$ cat src/btc_defines.svh
// constants for the banked i/o window and transmit control register
// What this block does
// [RULE1] sixteen locations, four banks, shared bank word
// [RULE2] offset hits low byte or word; odd is high
// [RULE3] word and byte access to every register
// [RULE4] bank field selects 0-3, top bit none
// [RULE5] bank word upper byte always reads 33h; code reads 00h there while powered down
// [RULE6] bank word always reachable except when powered down
// [RULE7] missing bank ignores writes, reads 33h
// [RULE8] crc suppress bit stops crc append
// [RULE9] switched mode forces duplex, drops carrier monitor
// [RULE10] type low: starve dma past host pointer
// [RULE11] type high: match packet, compare load address
// [RULE12] internal loopback keeps data off network
// [RULE13] sqe failure stops transmitter when enabled
// [RULE14] without duplex, reject frames sourced by self
// [RULE15] host writes zero to reserved pause bit
// [RULE16] carrier monitor aborts frame without crc, disables
// [RULE17] pad short frames to 64 with zeros
// [RULE18] force collision skips deferral, self clears
// [RULE19] local loopback ignores collision and carrier, silent
// [RULE20] transmit enable clear finishes frame; errors clear
`ifndef BTC_DEFINES_SVH
`define BTC_DEFINES_SVH
`define BTC_OFF_TCR      4'h0
`define BTC_OFF_BANK     4'he
`define BTC_BANK_RST     3'h0
`define BTC_BANK_NONE    2
`define BTC_BANK_TX      3'h0
`define BTC_ID_BYTE      8'h33
`define BTC_TCR_RST      16'h0000
`define BTC_TCR_MASK     16'hfd8f
`define BTC_TCR_TRANSMIT_ENABLE    0
`define BTC_TCR_LOOP     1
`define BTC_TCR_FORCE_COLLISION   2
`define BTC_TCR_PAD      7
`define BTC_TCR_CRC_SUPPRESS    8
`define BTC_TCR_MONCS    10
`define BTC_TCR_FULL_DUPLEX   11
`define BTC_TCR_STPSQE   12
`define BTC_TCR_INTLOOP  13
`define BTC_TCR_ETTYPE   14
`define BTC_TCR_SWITCHED_FULL_DUPLEX     15
`define BTC_MIN_FRAME    11'h040
`define BTC_ADDR_W       11
`define BTC_PKT_W        6
`endif

$ cat src/btc_pkg.sv
// types shared by the transmit control front end
package btc_pkg;
  typedef enum logic [1:0] {
    MON_IDLE,
    MON_PRE,
    MON_BODY,
    MON_HOLD
  } btc_mon_state_type;
endpackage : btc_pkg

$ cat src/btc_ctrl_if.sv
// carrier between register front end and transmit guard
`timescale 1ns/1ps
`default_nettype none
`include "btc_defines.svh"
interface btc_ctrl_if;
  logic                    mon_en;
  logic                    stop_sqe;
  logic                    early_type;
  logic                    early_tx_enable;
  logic [`BTC_ADDR_W-1:0]  dma_tx_addr;
  logic [`BTC_ADDR_W-1:0]  host_pointer;
  logic [`BTC_ADDR_W-1:0]  load_addr;
  logic [`BTC_PKT_W-1:0]   tx_pkt_num;
  logic [`BTC_PKT_W-1:0]   load_pkt_num;
  logic                    tx_frame_active;
  logic                    preamble_end;
  logic                    carrier_sense;
  logic                    sqe_fail;
  logic                    underrun;
  logic                    coll16;
  logic                    late_collision;
  logic                    stop_req;
  logic                    carrier_fault;
  logic                    starve;
  modport regs (output mon_en, stop_sqe, early_type, early_tx_enable,
    dma_tx_addr, host_pointer, load_addr, tx_pkt_num, load_pkt_num,
    tx_frame_active, preamble_end, carrier_sense, sqe_fail, underrun,
    coll16, late_collision, input stop_req, carrier_fault, starve);
  modport guard (input mon_en, stop_sqe, early_type, early_tx_enable,
    dma_tx_addr, host_pointer, load_addr, tx_pkt_num, load_pkt_num,
    tx_frame_active, preamble_end, carrier_sense, sqe_fail, underrun,
    coll16, late_collision, output stop_req, carrier_fault, starve);
endinterface : btc_ctrl_if
`default_nettype wire

$ cat src/btc_io_tx_ctrl.sv
// banked i/o register window with transmit control register
`timescale 1ns/1ps
`default_nettype none
`include "btc_defines.svh"
module btc_io_tx_ctrl (
  input  wire logic                   ref_clk,
  input  wire logic                   rstn,
  input  wire logic [3:0]             io_addr,
  input  wire logic                   io_rd,
  input  wire logic                   io_wr,
  input  wire logic [1:0]             io_be,
  input  wire logic [15:0]            io_wdata,
  input  wire logic                   power_down,
  input  wire logic                   tx_frame_active,
  input  wire logic                   preamble_end,
  input  wire logic                   carrier_sense,
  input  wire logic                   collision,
  input  wire logic                   sqe_fail,
  input  wire logic                   underrun,
  input  wire logic                   coll16,
  input  wire logic                   late_collision,
  input  wire logic                   early_tx_enable,
  input  wire logic [`BTC_ADDR_W-1:0] dma_tx_addr,
  input  wire logic [`BTC_ADDR_W-1:0] host_pointer,
  input  wire logic [`BTC_ADDR_W-1:0] load_addr,
  input  wire logic [`BTC_PKT_W-1:0]  tx_pkt_num,
  input  wire logic [`BTC_PKT_W-1:0]  load_pkt_num,
  input  wire logic                   rx_addr_pass,
  input  wire logic                   rx_from_self,
  input  wire logic [`BTC_ADDR_W-1:0] tx_byte_count,
  output var  logic [15:0]            io_rdata,
  output var  logic                   crc_append,
  output var  logic                   full_duplex_eff,
  output var  logic                   carrier_monitor_eff,
  output var  logic                   defer_enable,
  output var  logic                   collision_detect_en,
  output var  logic                   net_tx_enable,
  output var  logic                   internal_loop,
  output var  logic                   local_loop,
  output var  logic                   tx_running,
  output var  logic                   tx_abort_no_crc,
  output var  logic                   tx_dma_starve,
  output var  logic                   rx_accept,
  output var  logic [6:0]             pad_len
);
  logic [15:0] transmit_control;
  logic [2:0]  bank;
  logic [15:0] next_tcr;
  logic [2:0]  next_bank;
  logic [15:0] next_rdata;

  btc_ctrl_if ctl ();

  // merge write data into a register on the enabled byte lanes
  function automatic logic [15:0] lane_merge(
    input logic [15:0] old_val,
    input logic [15:0] new_val,
    input logic        lo,
    input logic        hi
  );
    lane_merge = {hi ? new_val[15:8] : old_val[15:8],
                  lo ? new_val[7:0]  : old_val[7:0]};
  endfunction

  // keep only the lanes the access names
  function automatic logic [15:0] lane_mask(
    input logic [15:0] val,
    input logic        lo,
    input logic        hi
  );
    lane_mask = {hi ? val[15:8] : 8'h00, lo ? val[7:0] : 8'h00};
  endfunction

  // address decode
  wire [3:0] word_off = {io_addr[3:1], 1'b0}; // RULE2
  wire lane_lo   = !io_addr[0] && io_be[0]; // RULE3
  wire lane_hi   = io_addr[0] || io_be[1]; // RULE2
  wire sel_bank  = word_off == `BTC_OFF_BANK; // RULE1
  wire bank_none = bank[`BTC_BANK_NONE]; // RULE4
  wire sel_tcr   = !sel_bank && !bank_none && (bank == `BTC_BANK_TX) &&
                   (word_off == `BTC_OFF_TCR);
  wire bank_ok   = sel_bank && !power_down; // RULE6
  wire wr_bank   = io_wr && bank_ok;
  wire wr_tcr    = io_wr && sel_tcr; // RULE7
  wire [15:0] id_word   = {`BTC_ID_BYTE, `BTC_ID_BYTE};
  wire [15:0] bank_word = {`BTC_ID_BYTE, 5'h00, bank}; // RULE5
  wire [15:0] tcr_word  = transmit_control & `BTC_TCR_MASK;

  // read data word before lane masking
  wire [15:0] rd_word =
    sel_bank  ? (power_down ? 16'h0000 : bank_word) :
    bank_none ? id_word :
    sel_tcr   ? tcr_word : 16'h0000; // RULE7

  // byte access to the odd half moves data from the high lane
  wire [15:0] wr_word = lane_merge(transmit_control, io_wdata, lane_lo, lane_hi) &
                        `BTC_TCR_MASK;
  wire [15:0] bank_in = lane_merge(bank_word, io_wdata, lane_lo, lane_hi);

  // transmit side wiring to the guard
  assign ctl.mon_en          = carrier_monitor_eff;
  assign ctl.stop_sqe        = transmit_control[`BTC_TCR_STPSQE];
  assign ctl.early_type      = transmit_control[`BTC_TCR_ETTYPE];
  assign ctl.early_tx_enable = early_tx_enable;
  assign ctl.dma_tx_addr     = dma_tx_addr;
  assign ctl.host_pointer    = host_pointer;
  assign ctl.load_addr       = load_addr;
  assign ctl.tx_pkt_num      = tx_pkt_num;
  assign ctl.load_pkt_num    = load_pkt_num;
  assign ctl.tx_frame_active = tx_frame_active;
  assign ctl.preamble_end    = preamble_end;
  assign ctl.carrier_sense   = carrier_sense;
  assign ctl.sqe_fail        = sqe_fail;
  assign ctl.underrun        = underrun;
  assign ctl.coll16          = coll16;
  assign ctl.late_collision  = late_collision;

  btc_tx_guard u_guard (
    .ref_clk (ref_clk),
    .rstn    (rstn),
    .ctl     (ctl)
  );

  wire stop_req = ctl.stop_req;

  // effective mode decode
  wire switched_full_duplex      = transmit_control[`BTC_TCR_SWITCHED_FULL_DUPLEX];
  wire lloop     = transmit_control[`BTC_TCR_LOOP];
  wire next_fdx  = switched_full_duplex || transmit_control[`BTC_TCR_FULL_DUPLEX]; // RULE9
  wire next_mon  = transmit_control[`BTC_TCR_MONCS] && !switched_full_duplex && !lloop; // RULE9
  wire next_def  = !switched_full_duplex && !transmit_control[`BTC_TCR_FORCE_COLLISION]; // RULE18
  wire next_cdet = !switched_full_duplex && !lloop; // RULE19
  wire next_net  = !transmit_control[`BTC_TCR_INTLOOP] && !lloop; // RULE12
  wire next_acc  = rx_addr_pass && (next_fdx || !rx_from_self); // RULE14
  wire short_frm = tx_byte_count < `BTC_MIN_FRAME;
  // pad count is based on the unpadded count the host wrote
  wire [6:0] next_pad = (transmit_control[`BTC_TCR_PAD] && short_frm) ?
    7'(`BTC_MIN_FRAME - tx_byte_count) : 7'h00; // RULE17

  // a frame in flight finishes after enable drops; errors end it now
  wire next_run = !stop_req &&
    (transmit_control[`BTC_TCR_TRANSMIT_ENABLE] || (tx_running && tx_frame_active)); // RULE20

  always_comb begin
    next_tcr = wr_tcr ? wr_word : transmit_control;
    // a write in the same cycle loads the forced collision bit from the write data, ahead of the collision clear
    next_tcr[`BTC_TCR_FORCE_COLLISION] = wr_tcr ? wr_word[`BTC_TCR_FORCE_COLLISION] :
      (transmit_control[`BTC_TCR_FORCE_COLLISION] && !collision); // RULE18
    // error stop beats a same-cycle enable write
    if (stop_req) begin
      next_tcr[`BTC_TCR_TRANSMIT_ENABLE] = 1'b0; // RULE20
    end
  end

  always_comb begin
    next_bank = wr_bank ? bank_in[2:0] : bank; // RULE4
  end

  always_comb begin
    next_rdata = io_rd ? lane_mask(rd_word, lane_lo, lane_hi) : io_rdata;
  end

  always_ff @(posedge ref_clk or negedge rstn) begin
    if (!rstn) begin
      transmit_control      <= `BTC_TCR_RST;
      bank     <= `BTC_BANK_RST;
      io_rdata <= 16'h0000;
    end else begin
      transmit_control      <= next_tcr;
      bank     <= next_bank;
      io_rdata <= next_rdata;
    end
  end

  always_ff @(posedge ref_clk or negedge rstn) begin
    if (!rstn) begin
      crc_append          <= 1'b1;
      full_duplex_eff     <= 1'b0;
      carrier_monitor_eff <= 1'b0;
      defer_enable        <= 1'b1;
      collision_detect_en <= 1'b1;
      net_tx_enable       <= 1'b1;
      internal_loop       <= 1'b0;
      local_loop          <= 1'b0;
    end else begin
      crc_append          <= !transmit_control[`BTC_TCR_CRC_SUPPRESS]; // RULE8
      full_duplex_eff     <= next_fdx;
      carrier_monitor_eff <= next_mon;
      defer_enable        <= next_def;
      collision_detect_en <= next_cdet;
      net_tx_enable       <= next_net;
      internal_loop       <= transmit_control[`BTC_TCR_INTLOOP]; // RULE12
      local_loop          <= lloop; // RULE19
    end
  end

  always_ff @(posedge ref_clk or negedge rstn) begin
    if (!rstn) begin
      tx_running      <= 1'b0;
      tx_abort_no_crc <= 1'b0;
      tx_dma_starve   <= 1'b0;
      rx_accept       <= 1'b0;
      pad_len         <= 7'h00;
    end else begin
      tx_running      <= next_run;
      tx_abort_no_crc <= ctl.carrier_fault; // RULE16
      tx_dma_starve   <= ctl.starve;
      rx_accept       <= next_acc;
      pad_len         <= next_pad;
    end
  end
endmodule : btc_io_tx_ctrl
`default_nettype wire

$ cat src/btc_tx_guard.sv
// carrier monitor, error stop and early transmit underrun guard
`timescale 1ns/1ps
`default_nettype none
`include "btc_defines.svh"
module btc_tx_guard (
  input wire logic ref_clk,
  input wire logic rstn,
  btc_ctrl_if.guard ctl
);
  btc_pkg::btc_mon_state_type state;
  btc_pkg::btc_mon_state_type next_state;
  logic                       fault;
  logic                       starve;

  wire hit_ptr  = ctl.dma_tx_addr > ctl.host_pointer; // RULE10
  wire pkt_same = ctl.tx_pkt_num == ctl.load_pkt_num;
  wire hit_pkt  = pkt_same && (ctl.dma_tx_addr > ctl.load_addr); // RULE11
  wire next_starve = ctl.early_tx_enable &&
                     (ctl.early_type ? hit_pkt : hit_ptr);

  // own carrier must be up at preamble end and stay up
  always_comb begin
    next_state = state;
    fault      = 1'b0;
    case (state)
      btc_pkg::MON_IDLE: begin
        if (ctl.tx_frame_active && ctl.mon_en) begin
          next_state = btc_pkg::MON_PRE;
        end
      end
      btc_pkg::MON_PRE: begin
        if (!ctl.tx_frame_active) begin
          next_state = btc_pkg::MON_IDLE;
        end else if (ctl.preamble_end) begin
          fault      = !ctl.carrier_sense; // RULE16
          next_state = ctl.carrier_sense ? btc_pkg::MON_BODY
                                         : btc_pkg::MON_HOLD;
        end
      end
      btc_pkg::MON_BODY: begin
        if (!ctl.tx_frame_active) begin
          next_state = btc_pkg::MON_IDLE;
        end else if (!ctl.carrier_sense) begin
          fault      = 1'b1; // RULE16
          next_state = btc_pkg::MON_HOLD;
        end
      end
      default: begin
        // one abort per frame; wait for the frame to drop
        if (!ctl.tx_frame_active) begin
          next_state = btc_pkg::MON_IDLE;
        end
      end
    endcase
  end

  assign ctl.carrier_fault = fault;
  assign ctl.stop_req = ctl.underrun || ctl.coll16 || ctl.late_collision ||
                        (ctl.sqe_fail && ctl.stop_sqe) || fault; // RULE13
  assign ctl.starve = starve;

  always_ff @(posedge ref_clk or negedge rstn) begin
    if (!rstn) begin
      state  <= btc_pkg::MON_IDLE;
      starve <= 1'b0;
    end else begin
      state  <= next_state;
      starve <= next_starve;
    end
  end
endmodule : btc_tx_guard
`default_nettype wire
$ cat config.mk
export PLATFORM = sky130hd
export DESIGN_NAME = btc_io_tx_ctrl
export DESIGN_NICKNAME = d
export VERILOG_FILES = /design/src/btc_pkg.sv /design/src/btc_ctrl_if.sv /design/src/btc_io_tx_ctrl.sv /design/src/btc_tx_guard.sv
export VERILOG_INCLUDE_DIRS = /design/src
export SDC_FILE = /design/constraint.sdc
export NUM_CORES = 1
export LEC_CHECK = 0
export ABC_CLOCK_PERIOD_IN_PS = 2300
export BUFFER_PORTS_ARGS = -buffer_cell sky130_fd_sc_hd__buf_2
export CORE_ASPECT_RATIO = 2
export CORE_MARGIN = 2
export CORE_UTILIZATION = 38
export CTS_BUF_LIST = sky130_fd_sc_hd__clkbuf_16
export CTS_CLUSTER_DIAMETER = 40
export DETAILED_ROUTE_END_ITERATION = 10
export PLACE_DENSITY = 0.78
export SETUP_SLACK_MARGIN = 0.4
export SLEW_MARGIN = 25
export SYNTH_ARGS = -nofsm -noshare
export SYNTH_HDL_FRONTEND = slang
export SYNTH_SLANG_ARGS = --single-unit
$ cat constraint.sdc
create_clock -name ref_clk -period 2.3 [get_ports ref_clk]
set_input_delay 0.115 -clock ref_clk [delete_from_list [all_inputs] [get_ports ref_clk]]
set_output_delay 0.115 -clock ref_clk [all_outputs]
set_load 0.05 [all_outputs]
---- After elaboration in Yosys (flattened, before gate mapping) ----
Index checks and enable logic that the tools add are counted.
W data, S select, Z words.
operators by class
  add/subtract/negate cells ............... 1
  equality and inequality tests ........... 8
  magnitude comparators ................... 3
  muxes and demuxes ....................... 25
  reductions and logical operators ........ 52
operator list
  cell                   number
  $mux W16               3
  $gt A11 B11 Y1         2
  $logic_and A1 B1 Y1    21
  $mux W8                2
  $mux W14               1
  $logic_not A1 Y1       13
  $mux W2                6
  $lt A11 B7 Y1 const B  1
  $mux W1                9
  $logic_or A1 B1 Y1     8
  $reduce_and A2 Y1      4
  $mux W7                1
  $sub A7 B7 Y7 const A  1
  $eq A6 B6 Y1           1
  $ne A3 B3 Y1 const B   2
  $pmux W2 S3            1
  $logic_not A4 Y1       1
  $ne A4 B1 Y1 const B   1
  $reduce_and A4 Y1      1
  $reduce_bool A2 Y1     2
  $eq A3 B3 Y1 const B   1
  $logic_not A3 Y1       1
  $mux W3                1
  $eq A2 B1 Y1 const B   1
  4 further kinds        4
storage, ports and cells
  bits of input ports ..................... 94
  register bits ........................... 53
  word-level logic and storage cells ...... 110
  output and inout port bits .............. 35

---- Depth between registers and ports, before layout ----
Gate-level depths: netlist (run 1).
  depth in word-level cells ............... 9
  depth in mapped cells ................... 6
  gate-level depth less buffers ........... 6

---- Cells and area by module ----
From an unflattened synthesis (run 1), not the netlist that was laid out.
unflattened totals
  cell total of the unflattened synthesis .. 294
  area total of the unflattened synthesis .. 2977.9 µm²
by module, submodules not included
  module          times used  cells an instance  sequential area each (µm²)  area each (µm²)
  btc_io_tx_ctrl  1           171                1206.2                      2043.2
  btc_tx_guard    1           123                75.1                        934.6

---- Worst setup path after synthesis (run 1) ----
Ideal clock, no wire load.
  kind .................................... reg2reg
  start ................................... reg bank[0]
  end ..................................... reg transmit_control[10]
  clock period less this slack ............ 1.959 ns
  data required time ...................... 2.175 ns
  cell stages (with the launch flop) ...... 6
  library setup time ...................... 0.125 ns
  data arrival time ....................... 1.834 ns
  path buffers ............................ 1
  setup slack ............................. 0.341 ns
  cell sequence ........................... dfrtp_1 -> or4_4 -> nor4b_4 -> o21a_1 -> buf_6 -> mux2_2
between the ends
  cells in the longest elaborated chain, start to end .. 5
RTL lines
  what                               RTL line               source
  start, declared                    btc_io_tx_ctrl.sv:47   logic [2:0] bank;
  start signal, assigned             btc_io_tx_ctrl.sv:166  bank <= `BTC_BANK_RST;
  start signal, assigned             btc_io_tx_ctrl.sv:170  bank <= next_bank;
  $logic_not A3 Y1 (no line)         -
  $logic_and A1 B1 Y1 (2 in series)  btc_io_tx_ctrl.sv:80   wire sel_tcr = !sel_bank && !bank_none && (bank == `BTC_BANK_TX) &&
  $logic_and A1 B1 Y1                btc_io_tx_ctrl.sv:84   wire wr_tcr = io_wr && sel_tcr;
  $reduce_and A2 Y1 (no line)        -
  end signal, assigned               btc_io_tx_ctrl.sv:165  transmit_control <= `BTC_TCR_RST;
  end signal, assigned               btc_io_tx_ctrl.sv:169  transmit_control <= next_tcr;
  end, declared                      btc_io_tx_ctrl.sv:46   logic [15:0] transmit_control;
Every way passes these cells.
A chain may end at the register's enable or synchronous reset.

---- Worst setup path after layout (run 1) ----
  start ................................... reg bank[0]
  end ..................................... reg transmit_control[8]
The elaborated chain is that of the path after synthesis.

==> out/metrics.yaml, run 1 <==
place:
  dpl.cell_count: 476
  dp_slack_ns: 0.202
  gp_congestion: 0.847
  port_buffers: 123
  post-dp-hpwl_mm: 5.12
drt:
  wl_per_cell_um: 13.0
  routed_wl_mm: 6.34
  via_count: 2434
  ant_nets: 0
  drt-initial-drc-count: 123
  drc: 0
  vias_per_cell: 4.98
  firstDrtPassIters: 4
cts:
  path_clk_slew_ns: 0.07
  clock-sinks: 51
  htree_levels: 2
  cts-root-buf: "clkbuf_16"
  cts_tree: "yes"
  cts_buffers: 5
  clock_path_buffers: 2
  clock_latency_ns: 0.28
timing:
  clock_skew_ns: 0.00281
  rsz0062_at_grt: "yes"
  slew_viol_final: 0
  setup_viol: 0
  worst_pin_slew_ns: 0.700
  clock.fmax_ghz: 0.530
  hold_slack_ns: 0.0119
  hold_viol: 0
  worst_slack_ns: 0.412
  setup_tns_ns: 0
  min_period_ns: 1.89
  finalCritPeriodShare_pct: 82.1
  slew_headroom_pct: 53.3
hold_path:
  min-delay-start: "tx_byte_count[5]"
  hold_class: "input pin to flop"
synthesis:
  ys_seq_elements: 51
  synth.yosys.seq_area_share_pct: 46.3
  yosys_warnings: 0
  synth_nets: 384
  async_flop_share_pct: 100
  synth_cell_type_count: 41
  avgSynthCellArea_um2: 10.5
  synthCells: 263
  syn-cell-area_mm2: 0.00277
  synth_edf_count: 0
  synth_top_flop_cell: "dfrtp_1"
cells_and_area:
  stdcell_count: 489
  area_growth_pct: 33.6
  fill_cells: 675
  drive_gt1_share_pct: 40.8
  antenna_cells: 0
  nNetsFinal: 517
die:
  dieArea_mm2: 0.00803
  core-area_mm2: 0.00716
  die_w_um: 64.4
  rows: 44
  die_h_um: 125
  num_io_pins: 129
  start_util_pct: 38.7
critical_path:
  worstSetupPathType: "flop to flop"
  path_max_fanout: 7
  start_kind: "flop"
  cp-end-kind: "flop"
  crit_required_ns: 2.47
  crit_path_start: "bank[0]$_DFFE_PN0P_"
  reg2reg_from: "bank[0]$_DFFE_PN0P_"
  arrival_ns: 2.05
power:
  totalPowerFinal_w: 0.00273
  powerDensity_mw_per_mm2: 738
  ir_worst_vdd_mv: 0.469
  leakage_nw: 2.01
run:
  maxCapViolations: 0
global_route:
  grt_antenna_before_repair: 0
  grt_pass1_vias: 2446
  grt_max_degree: 33
  grt_pass1_wl_mm: 10.5
  track_usage_pct: 16.0
  overflow: 0
status:
  status: "complete, no violations"
## cell usage after synthesis, types with 3 or more instances
cell	instances	area share (%)
a22o_1	7	2.2
nand3b_1	3	0.81
clkbuf_1	3	0.41
a221o_1	4	1.4
nand3_1	5	0.90
dfstp_2	4	3.8
inv_1	39	5.3
ha_1	27	12
xor2_1	5	1.6
nor3_1	8	1.4
a211oi_1	4	1.1
mux2_2	15	6.1
nand4_1	6	1.4
nor4_1	5	1.1
nand2_1	11	1.5
o32ai_1	3	0.95
a21oi_1	12	2.2
xnor2_1	5	1.6
dfrtp_1	47	42
o21ai_0	8	1.4
nor2_1	16	2.2
## sequential cells by signal, summed over array words and instances, names as in the netlist, 2 cells and up
register	flops
transmit_control	12
u_guard.state	2
pad_len	7
bank	3
io_rdata	14
## area by class of cell
class | count | area [um^2] | area share, %
Timing Repair Buffer | 132 | 688 | 18.6
Inverter | 39 | 146 | 3.96
Sequential cell | 51 | 1280 | 34.6
Clock inverter | 3 | 20.0 | 0.541
Multi-Input combinational cell | 167 | 1320 | 35.8
Clock buffer | 5 | 125 | 3.38
Tap cell | 92 | 115 | 3.11
## stage by stage
step	instance area (um^2)	util, %
global route	3700	51.7
floorplan	2770	-
CTS	3680	51.4
global placement	3490	48.8
detailed placement	3490	48.8
finish	3700	51.7
## cells by family (layout without fill, tap and decap cells)
family | after synthesis | after routing | share of synthesized area (%)
AO/OA/AOI/OAI | 49 | 49 | 12.5
XOR/XNOR | 10 | 10 | 3.16
adder cells (fa/ha/maj) | 27 | 27 | 12.2
buffers and inverters | 45 | 179 | 6.64
flip-flops | 51 | 51 | 46.3
multiplexers | 16 | 16 | 6.46
other | 1 | 1 | 0.135
AND/OR/NAND/NOR | 64 | 64 | 12.6
## report_power, final
| part | switching (W) | internal, W |
|---|---|---|
| registers | 0.0000962 | 0.00106 |
| clock network | 0.000318 | 0.000401 |
| logic | 0.000534 | 0.000326 |
## worst max-delay path, cell delays in order, from the launching register on
cell,delay (ns)
dfrtp_1,0.39
or4_4,0.51
nor4b_4,0.28
o21a_4,0.24
mux2_2,0.35
## per-layer routing
metal	vias up	wire length, um	part of all wire [%]	GRT usage, %
met2	112	3040	48	27.4
met5	-	0	0	0
li1	1187	-	-	-
met3	8	498	7.9	2.71
met4	0	63	0.99	4.26
met1	1127	2730	43	20.6
## placed cells by master (no fill, tap or decap), types with 6 or more instances in the layout
cell     count
ha_1        27
buf_4        7
buf_2      123
nand2_1     10
mux2_2      14
a22o_1       7
nor3_1       8
nand4_1      6
dfrtp_1     47
a21oi_1     12
o21ai_0      8
nor2_1      16
inv_1       39
## path summary, 6_finish.rpt
| path | endpoint | cells past startpoint | slack (ns) |
|---|---|---|---|
| worst max-delay path | transmit_control[8]$_DFFE_PN0P_ | 4 | 0.41 |
| worst min-delay path | pad_len[6]$_DFF_PN0_ | 2 | 0.01 |
| worst max register to register | transmit_control[8]$_DFFE_PN0P_ | 4 | 0.41 |
| worst min register to register | tx_dma_starve$_DFF_PN0_ | 0 | 0.36 |
| max in group asynchronous | collision_detect_en$_DFF_PN1_ | 3 | 1.20 |
| min in group asynchronous | io_rdata[5]$_DFFE_PN0P_ | 2 | 0.41 |
## what timing repair did
action / CTS / global route
hold buffers: 1 / 1
setup endpoints to repair: 10 / 13
buffers inserted: 3 / 0
hold endpoints to repair: 29 / 1
gates resized for setup: 2 / 3
(Power assumes the default switching activity.)
==> run 2, diff against run 1 <==
--- a/config.mk
+++ b/config.mk
@@ -6,7 +6,7 @@
 export SDC_FILE = /design/constraint.sdc
 export NUM_CORES = 1
 export LEC_CHECK = 0
-export ABC_CLOCK_PERIOD_IN_PS = 2300
+export ABC_CLOCK_PERIOD_IN_PS = 1900
 export BUFFER_PORTS_ARGS = -buffer_cell sky130_fd_sc_hd__buf_2
 export CORE_ASPECT_RATIO = 2
 export CORE_MARGIN = 2
==> constraint.sdc (replaced) <==
create_clock -name ref_clk -period 1.9 [get_ports ref_clk]
set_input_delay 0.095 -clock ref_clk [delete_from_list [all_inputs] [get_ports ref_clk]]
set_output_delay 0.095 -clock ref_clk [all_outputs]
set_load 0.05 [all_outputs]
==> out/metrics.yaml, run 2 (synthesis gave the netlist of run 1 again) <==
power:
  totalPowerFinal_w: 0.00381
  powerDensity_mw_per_mm2: 946
  ir_worst_vdd_mv: 0.689
  leakage_nw: 2.15
status:
  status: "complete, but fails checks"
  violations: "setup timing"
global_route:
  met3_usage_pct: 2.80
  grt_busiest_layer: "met2"
  grt_pass1_vias: 2618
  gr-usage-met2_pct: 29.7
  overflow: 0
  use_met1_pct: 20.7
  grt_antenna_before_repair: 0
  track_usage_pct: 16.9
  grt_pass1_wl_mm: 11.1
  grt_max_degree: 52
drt:
  via_count: 2538
  ant_nets: 0
  wl_per_cell_um: 13.2
  drt-initial-drc-count: 90
  firstDrtPassIters: 4
  drc: 0
  vias_per_cell: 5.05
  routed_wl_mm: 6.63
hold_path:
  hold_class: "input pin to flop"
  hold_depth: 2
  min-delay-start: "carrier_sense"
place:
  post-dp-hpwl_mm: 5.12
  gp_congestion: 0.840
  dp_slack_ns: -0.00934
  dpl-instance-area_mm2: 0.00354
  port_buffers: 123
critical_path:
  critPathMaxStageDelay_ns: 0.51
  crit_required_ns: 2.07
  cp-end-kind: "flop"
  worstSetupPathType: "flop to flop"
  rr_endpoint: "transmit_control[15]$_DFFE_PN0P_"
  cp-endpoint: "transmit_control[15]$_DFFE_PN0P_"
  ff2ff_path_depth: 5
  crit_cells: 5
  arrival_ns: 2.10
  cp_top_family: "simple AND/OR/NAND/NOR gates"
  reg2reg_slack_ns: -0.03
  path_max_fanout: 7
  path_cells: "or4_4 -> nor4b_4 -> o21a_1 -> buf_12 -> mux2_2"
  slowest_stage: "or4_4"
  crit_path_start: "bank[0]$_DFFE_PN0P_"
  reg2reg_from: "bank[0]$_DFFE_PN0P_"
  cp.buffers_inverters: 1
  start_kind: "flop"
cts:
  clock_path_buffers: 2
  cts_buffers: 5
  clock_latency_ns: 0.29
  cts-root-buf: "clkbuf_16"
  cts_tree: "yes"
  htree_levels: 2
  path_clk_slew_ns: 0.07
  clock-sinks: 51
run:
  maxCapViolations: 0
timing:
  setup_tns_ns: -0.189
  clock_skew_ns: 0.00644
  worst_slack_ns: -0.0315
  slew_headroom_pct: 46.9
  hold_slack_ns: 0.0310
  setup_viol: 8
  rsz0062_at_grt: "yes"
  clock.fmax_ghz: 0.518
  hold_viol: 0
  worst_pin_slew_ns: 0.788
  finalCritPeriodShare_pct: 102
  slew_viol_final: 0
  min_period_ns: 1.93
cells_and_area:
  final_cell_mix: "buf_2, dfrtp_1, inv_1"
  final_common_cell: "buf_2"
  nNetsFinal: 531
  antenna_cells: 0
  reg.largest.list: "io_rdata (14), transmit_control (12), pad_len (7)"
  design_area_mm2: 0.00403
  regMostFlops: "io_rdata"
  largest_reg_flops: 14
  area_growth_pct: 45.5
  drive_gt1_share_pct: 46.2
die:
  num_io_pins: 129
  rows: 44
  dieArea_mm2: 0.00803
  die_w_um: 64.4
  core-area_mm2: 0.00716
  die_h_um: 125
  start_util_pct: 38.7
[run 2: cell count changes in the layout (fill, tap and decap cells not counted), sizes merged]
| cell | previous run | this run |
|---|---|---|
| bufinv | 0 | 2 |
| clkinv | 2 | 0 |
| buf | 130 | 142 |
| dlygate4sd3 | 2 | 4 |
[run 2: worst min path at each step]
stage                                        to
6_report              tx_abort_no_crc$_DFF_PN0_
5_1_grt        transmit_control[14]$_DFFE_PN0P_
2_1_floorplan               bank[0]$_DFFE_PN0P_
4_1_cts               tx_abort_no_crc$_DFF_PN0_
3_3_place_gp            io_rdata[5]$_DFFE_PN0P_
3_5_place_dp            io_rdata[1]$_DFFE_PN0P_
[run 2: power by group]
part	total [W]	switching, W	leakage, nW	internal, W
logic	0.00128	0.000733	1.40	0.000544
clock network	0.00114	0.000382	0.0900	0.000754
registers	0.00140	0.000121	0.663	0.00128
total	0.00381	0.00124	2.15	0.00258
[run 2: final cells by class]
type	instances	area, um^2
timing repair buffer	146	833
clock inverter	3	67.6
tap	92	115
inverter	39	146
multi-input combinational	167	1460
sequential	51	1280
clock buffer	5	125
fill	657	3130
[run 2: timing repair]
action                                  4_1_cts  5_1_grt
pin swaps                                     9        7
resized for setup                            26       13
hold buffers                                  4        0
setup buffers                                 7        3
endpoints found under the setup margin       25       26
endpoints found under the hold margin        50        0
[run 2: stage by stage]
stage                     util [%]  std cells
after floorplan                  -        263
after global placement        49.5        481
after detailed placement      49.5        481
after CTS                     55.1        500
after global routing          56.3        503
final                         56.3        503
[run 2: metal layers]
metal  wire length, um  share of wire [%]  vias to the layer above
li1                  -                  -                     1218
met1              2670                 40                     1180
met2              3340                 50                      125
met3               499                7.5                       15
met4               122                1.8                        0
met5                 0                  0                        -
[run 2: worst register-to-register path: cells and delay by family, from the launching register on]
| kind | cells | cell delay (ns) |
|---|---|---|
| buf+inv | 1 | 0.13 |
| flops | 1 | 0.38 |
| compound gates | 1 | 0.21 |
| simple gates | 2 | 0.77 |
| mux | 1 | 0.32 |
==> run 3, diff against run 2 <==
--- a/config.mk
+++ b/config.mk
@@ -10,13 +10,12 @@
 export BUFFER_PORTS_ARGS = -buffer_cell sky130_fd_sc_hd__buf_2
 export CORE_ASPECT_RATIO = 2
 export CORE_MARGIN = 2
-export CORE_UTILIZATION = 38
+export CORE_UTILIZATION = 25
 export CTS_BUF_LIST = sky130_fd_sc_hd__clkbuf_16
 export CTS_CLUSTER_DIAMETER = 40
 export DETAILED_ROUTE_END_ITERATION = 10
-export PLACE_DENSITY = 0.78
+export PLACE_DENSITY = 0.59
 export SETUP_SLACK_MARGIN = 0.4
-export SLEW_MARGIN = 25
 export SYNTH_ARGS = -nofsm -noshare
 export SYNTH_HDL_FRONTEND = slang
 export SYNTH_SLANG_ARGS = --single-unit
==> constraint.sdc (replaced) <==
create_clock -name ref_clk -period 1.9 [get_ports ref_clk]
set_input_delay 0.285 -clock ref_clk [delete_from_list [all_inputs] [get_ports ref_clk]]
set_output_delay 0.285 -clock ref_clk [all_outputs]
set_load 0.05 [all_outputs]
==> out/metrics.yaml, run 3 (synthesis gave the netlist of run 1 again) <==
status:
  status: "complete, but fails checks"
  violations: "setup timing"
cells_and_area:
  area_growth_pct: 45.3
  antenna_cells: 0
  nNetsFinal: 531
  stdcell_count: 551
  largest_reg_flops: 14
  final_common_cell: "buf_2"
  regMostFlops: "io_rdata"
  final_cell_mix: "buf_2, dfrtp_1, inv_1"
  drive_gt1_share_pct: 47.4
  reg.largest.list: "io_rdata (14), transmit_control (12), pad_len (7)"
timing:
  rsz0062_at_grt: "yes"
  clock.fmax_ghz: 0.516
  finalCritPeriodShare_pct: 102
  hold_viol: 0
  worst_slack_ns: -0.0378
  hold_slack_ns: 0.103
  min_period_ns: 1.94
  slew_viol_final: 0
  slew_headroom_pct: 56.6
  setup_tns_ns: -0.209
  clock_skew_ns: 0.00638
  setup_viol: 7
  worst_pin_slew_ns: 0.650
global_route:
  overflow: 0
  grt_max_degree: 52
  grt_pass1_vias: 2637
  grt_pass1_wl_mm: 12.6
  track_usage_pct: 13.5
  grt_antenna_before_repair: 0
cts:
  clock_path_buffers: 2
  path_clk_slew_ns: 0.07
  cts_buffers: 5
  cts_hold_buf: 0
  clock-sinks: 51
  clock_latency_ns: 0.29
  htree_levels: 2
  cts_tree: "yes"
  cts-root-buf: "clkbuf_16"
drt:
  firstDrtPassIters: 4
  wl_per_cell_um: 14.7
  ant_nets: 0
  via_count: 2491
  drc: 0
  drt-initial-drc-count: 56
  routed_wl_mm: 8.11
  vias_per_cell: 4.52
place:
  post-dp-hpwl_mm: 6.51
  gp_congestion: 0.797
  port_buffers: 123
  dpl.cell_count: 533
  dp_slack_ns: -0.127
critical_path:
  arrival_ns: 2.11
  path_cells: "or4_4 -> nor4b_4 -> o21a_1 -> buf_12 -> mux2_4"
  critPathMaxStageDelay_ns: 0.53
  crit_required_ns: 2.07
  start_kind: "flop"
  path_max_fanout: 7
  slowest_stage: "or4_4"
  cp-end-kind: "flop"
  ff2ff_path_depth: 5
  worstSetupPathType: "flop to flop"
die:
  num_io_pins: 129
  die_w_um: 78.4
  start_util_pct: 25.5
  dieArea_mm2: 0.0120
  rows: 54
  die_h_um: 153
  core-area_mm2: 0.0109
power:
  ir_worst_vdd_mv: 0.517
  powerDensity_mw_per_mm2: 906
  leakage_nw: 2.13
  totalPowerFinal_w: 0.00364
run:
  maxCapViolations: 0
hold_path:
  hold_class: "input pin to async pin"
[run 3: changes by cell type in the layout (fill, tap and decap cells not counted), sizes merged]
cell,before,now
bufinv,2,0
buf,142,146
dlygate4sd3,4,0
clkinvlp,1,2
clkinv,0,1
[run 3: final timing paths]
check                                             start                          endpoint  slack (ns)
max in group asynchronous                          rstn           tx_dma_starve$_DFF_PN0_        1.36
max reg2reg                         bank[0]$_DFFE_PN0P_  transmit_control[10]$_DFFE_PN0P_       -0.04
min in group ref_clk                     late_collision              tx_running$_DFF_PN0_        0.16
min reg2reg                u_guard.ctl.starve$_DFF_PN0_           tx_dma_starve$_DFF_PN0_        0.37
min                                                rstn           io_rdata[1]$_DFFE_PN0P_        0.10
max                                 bank[0]$_DFFE_PN0P_  transmit_control[10]$_DFFE_PN0P_       -0.04
[run 3: final cells by class]
cell class,count,area [um^2]
Clock buffer,5,125
Clock inverter,3,20.0
Fill cell,1101,6860
Inverter,39,146
Multi-Input combinational cell,167,1460
Sequential cell,51,1280
Tap cell,140,175
Timing Repair Buffer,146,820
[run 3: worst max-delay path, delay by kind of cell (launching register included)]
family | cells | cell delay, ns
flops | 1 | 0.38
mux | 1 | 0.30
simple gates | 2 | 0.77
compound gates | 1 | 0.21
buf+inv | 1 | 0.15
[run 3: what timing repair did]
item                       CTS  global route
pin swaps                    2             4
resized for setup           22            21
setup endpoints to repair   26            27
setup buffers                5             5
[run 3: power breakdown]
| group | switching [W] | total, W | internal, W |
|---|---|---|---|
| registers | 0.000128 | 0.00141 | 0.00128 |
| clock network | 0.000421 | 0.000908 | 0.000487 |
| logic | 0.000744 | 0.00133 | 0.000586 |
| total | 0.00129 | 0.00364 | 0.00235 |
[run 3: layer usage]
| layer | up-vias | GRT usage (%) | wire, um |
|---|---|---|---|
| li1 | 1216 | - | - |
| met2 | 102 | 27.0 | 4690 |
| met1 | 1162 | 13.0 | 2760 |
| met3 | 11 | 2.66 | 462 |
| met4 | 0 | 5.01 | 201 |
| met5 | - | 0 | 0 |
[run 3: per-stage QoR]
stage	util, %	cell area, um^2
finish	37.0	4020
floorplan	-	2770
CTS	35.9	3900
global route	37.0	4020
global placement	33.4	3630
detailed placement	33.4	3630
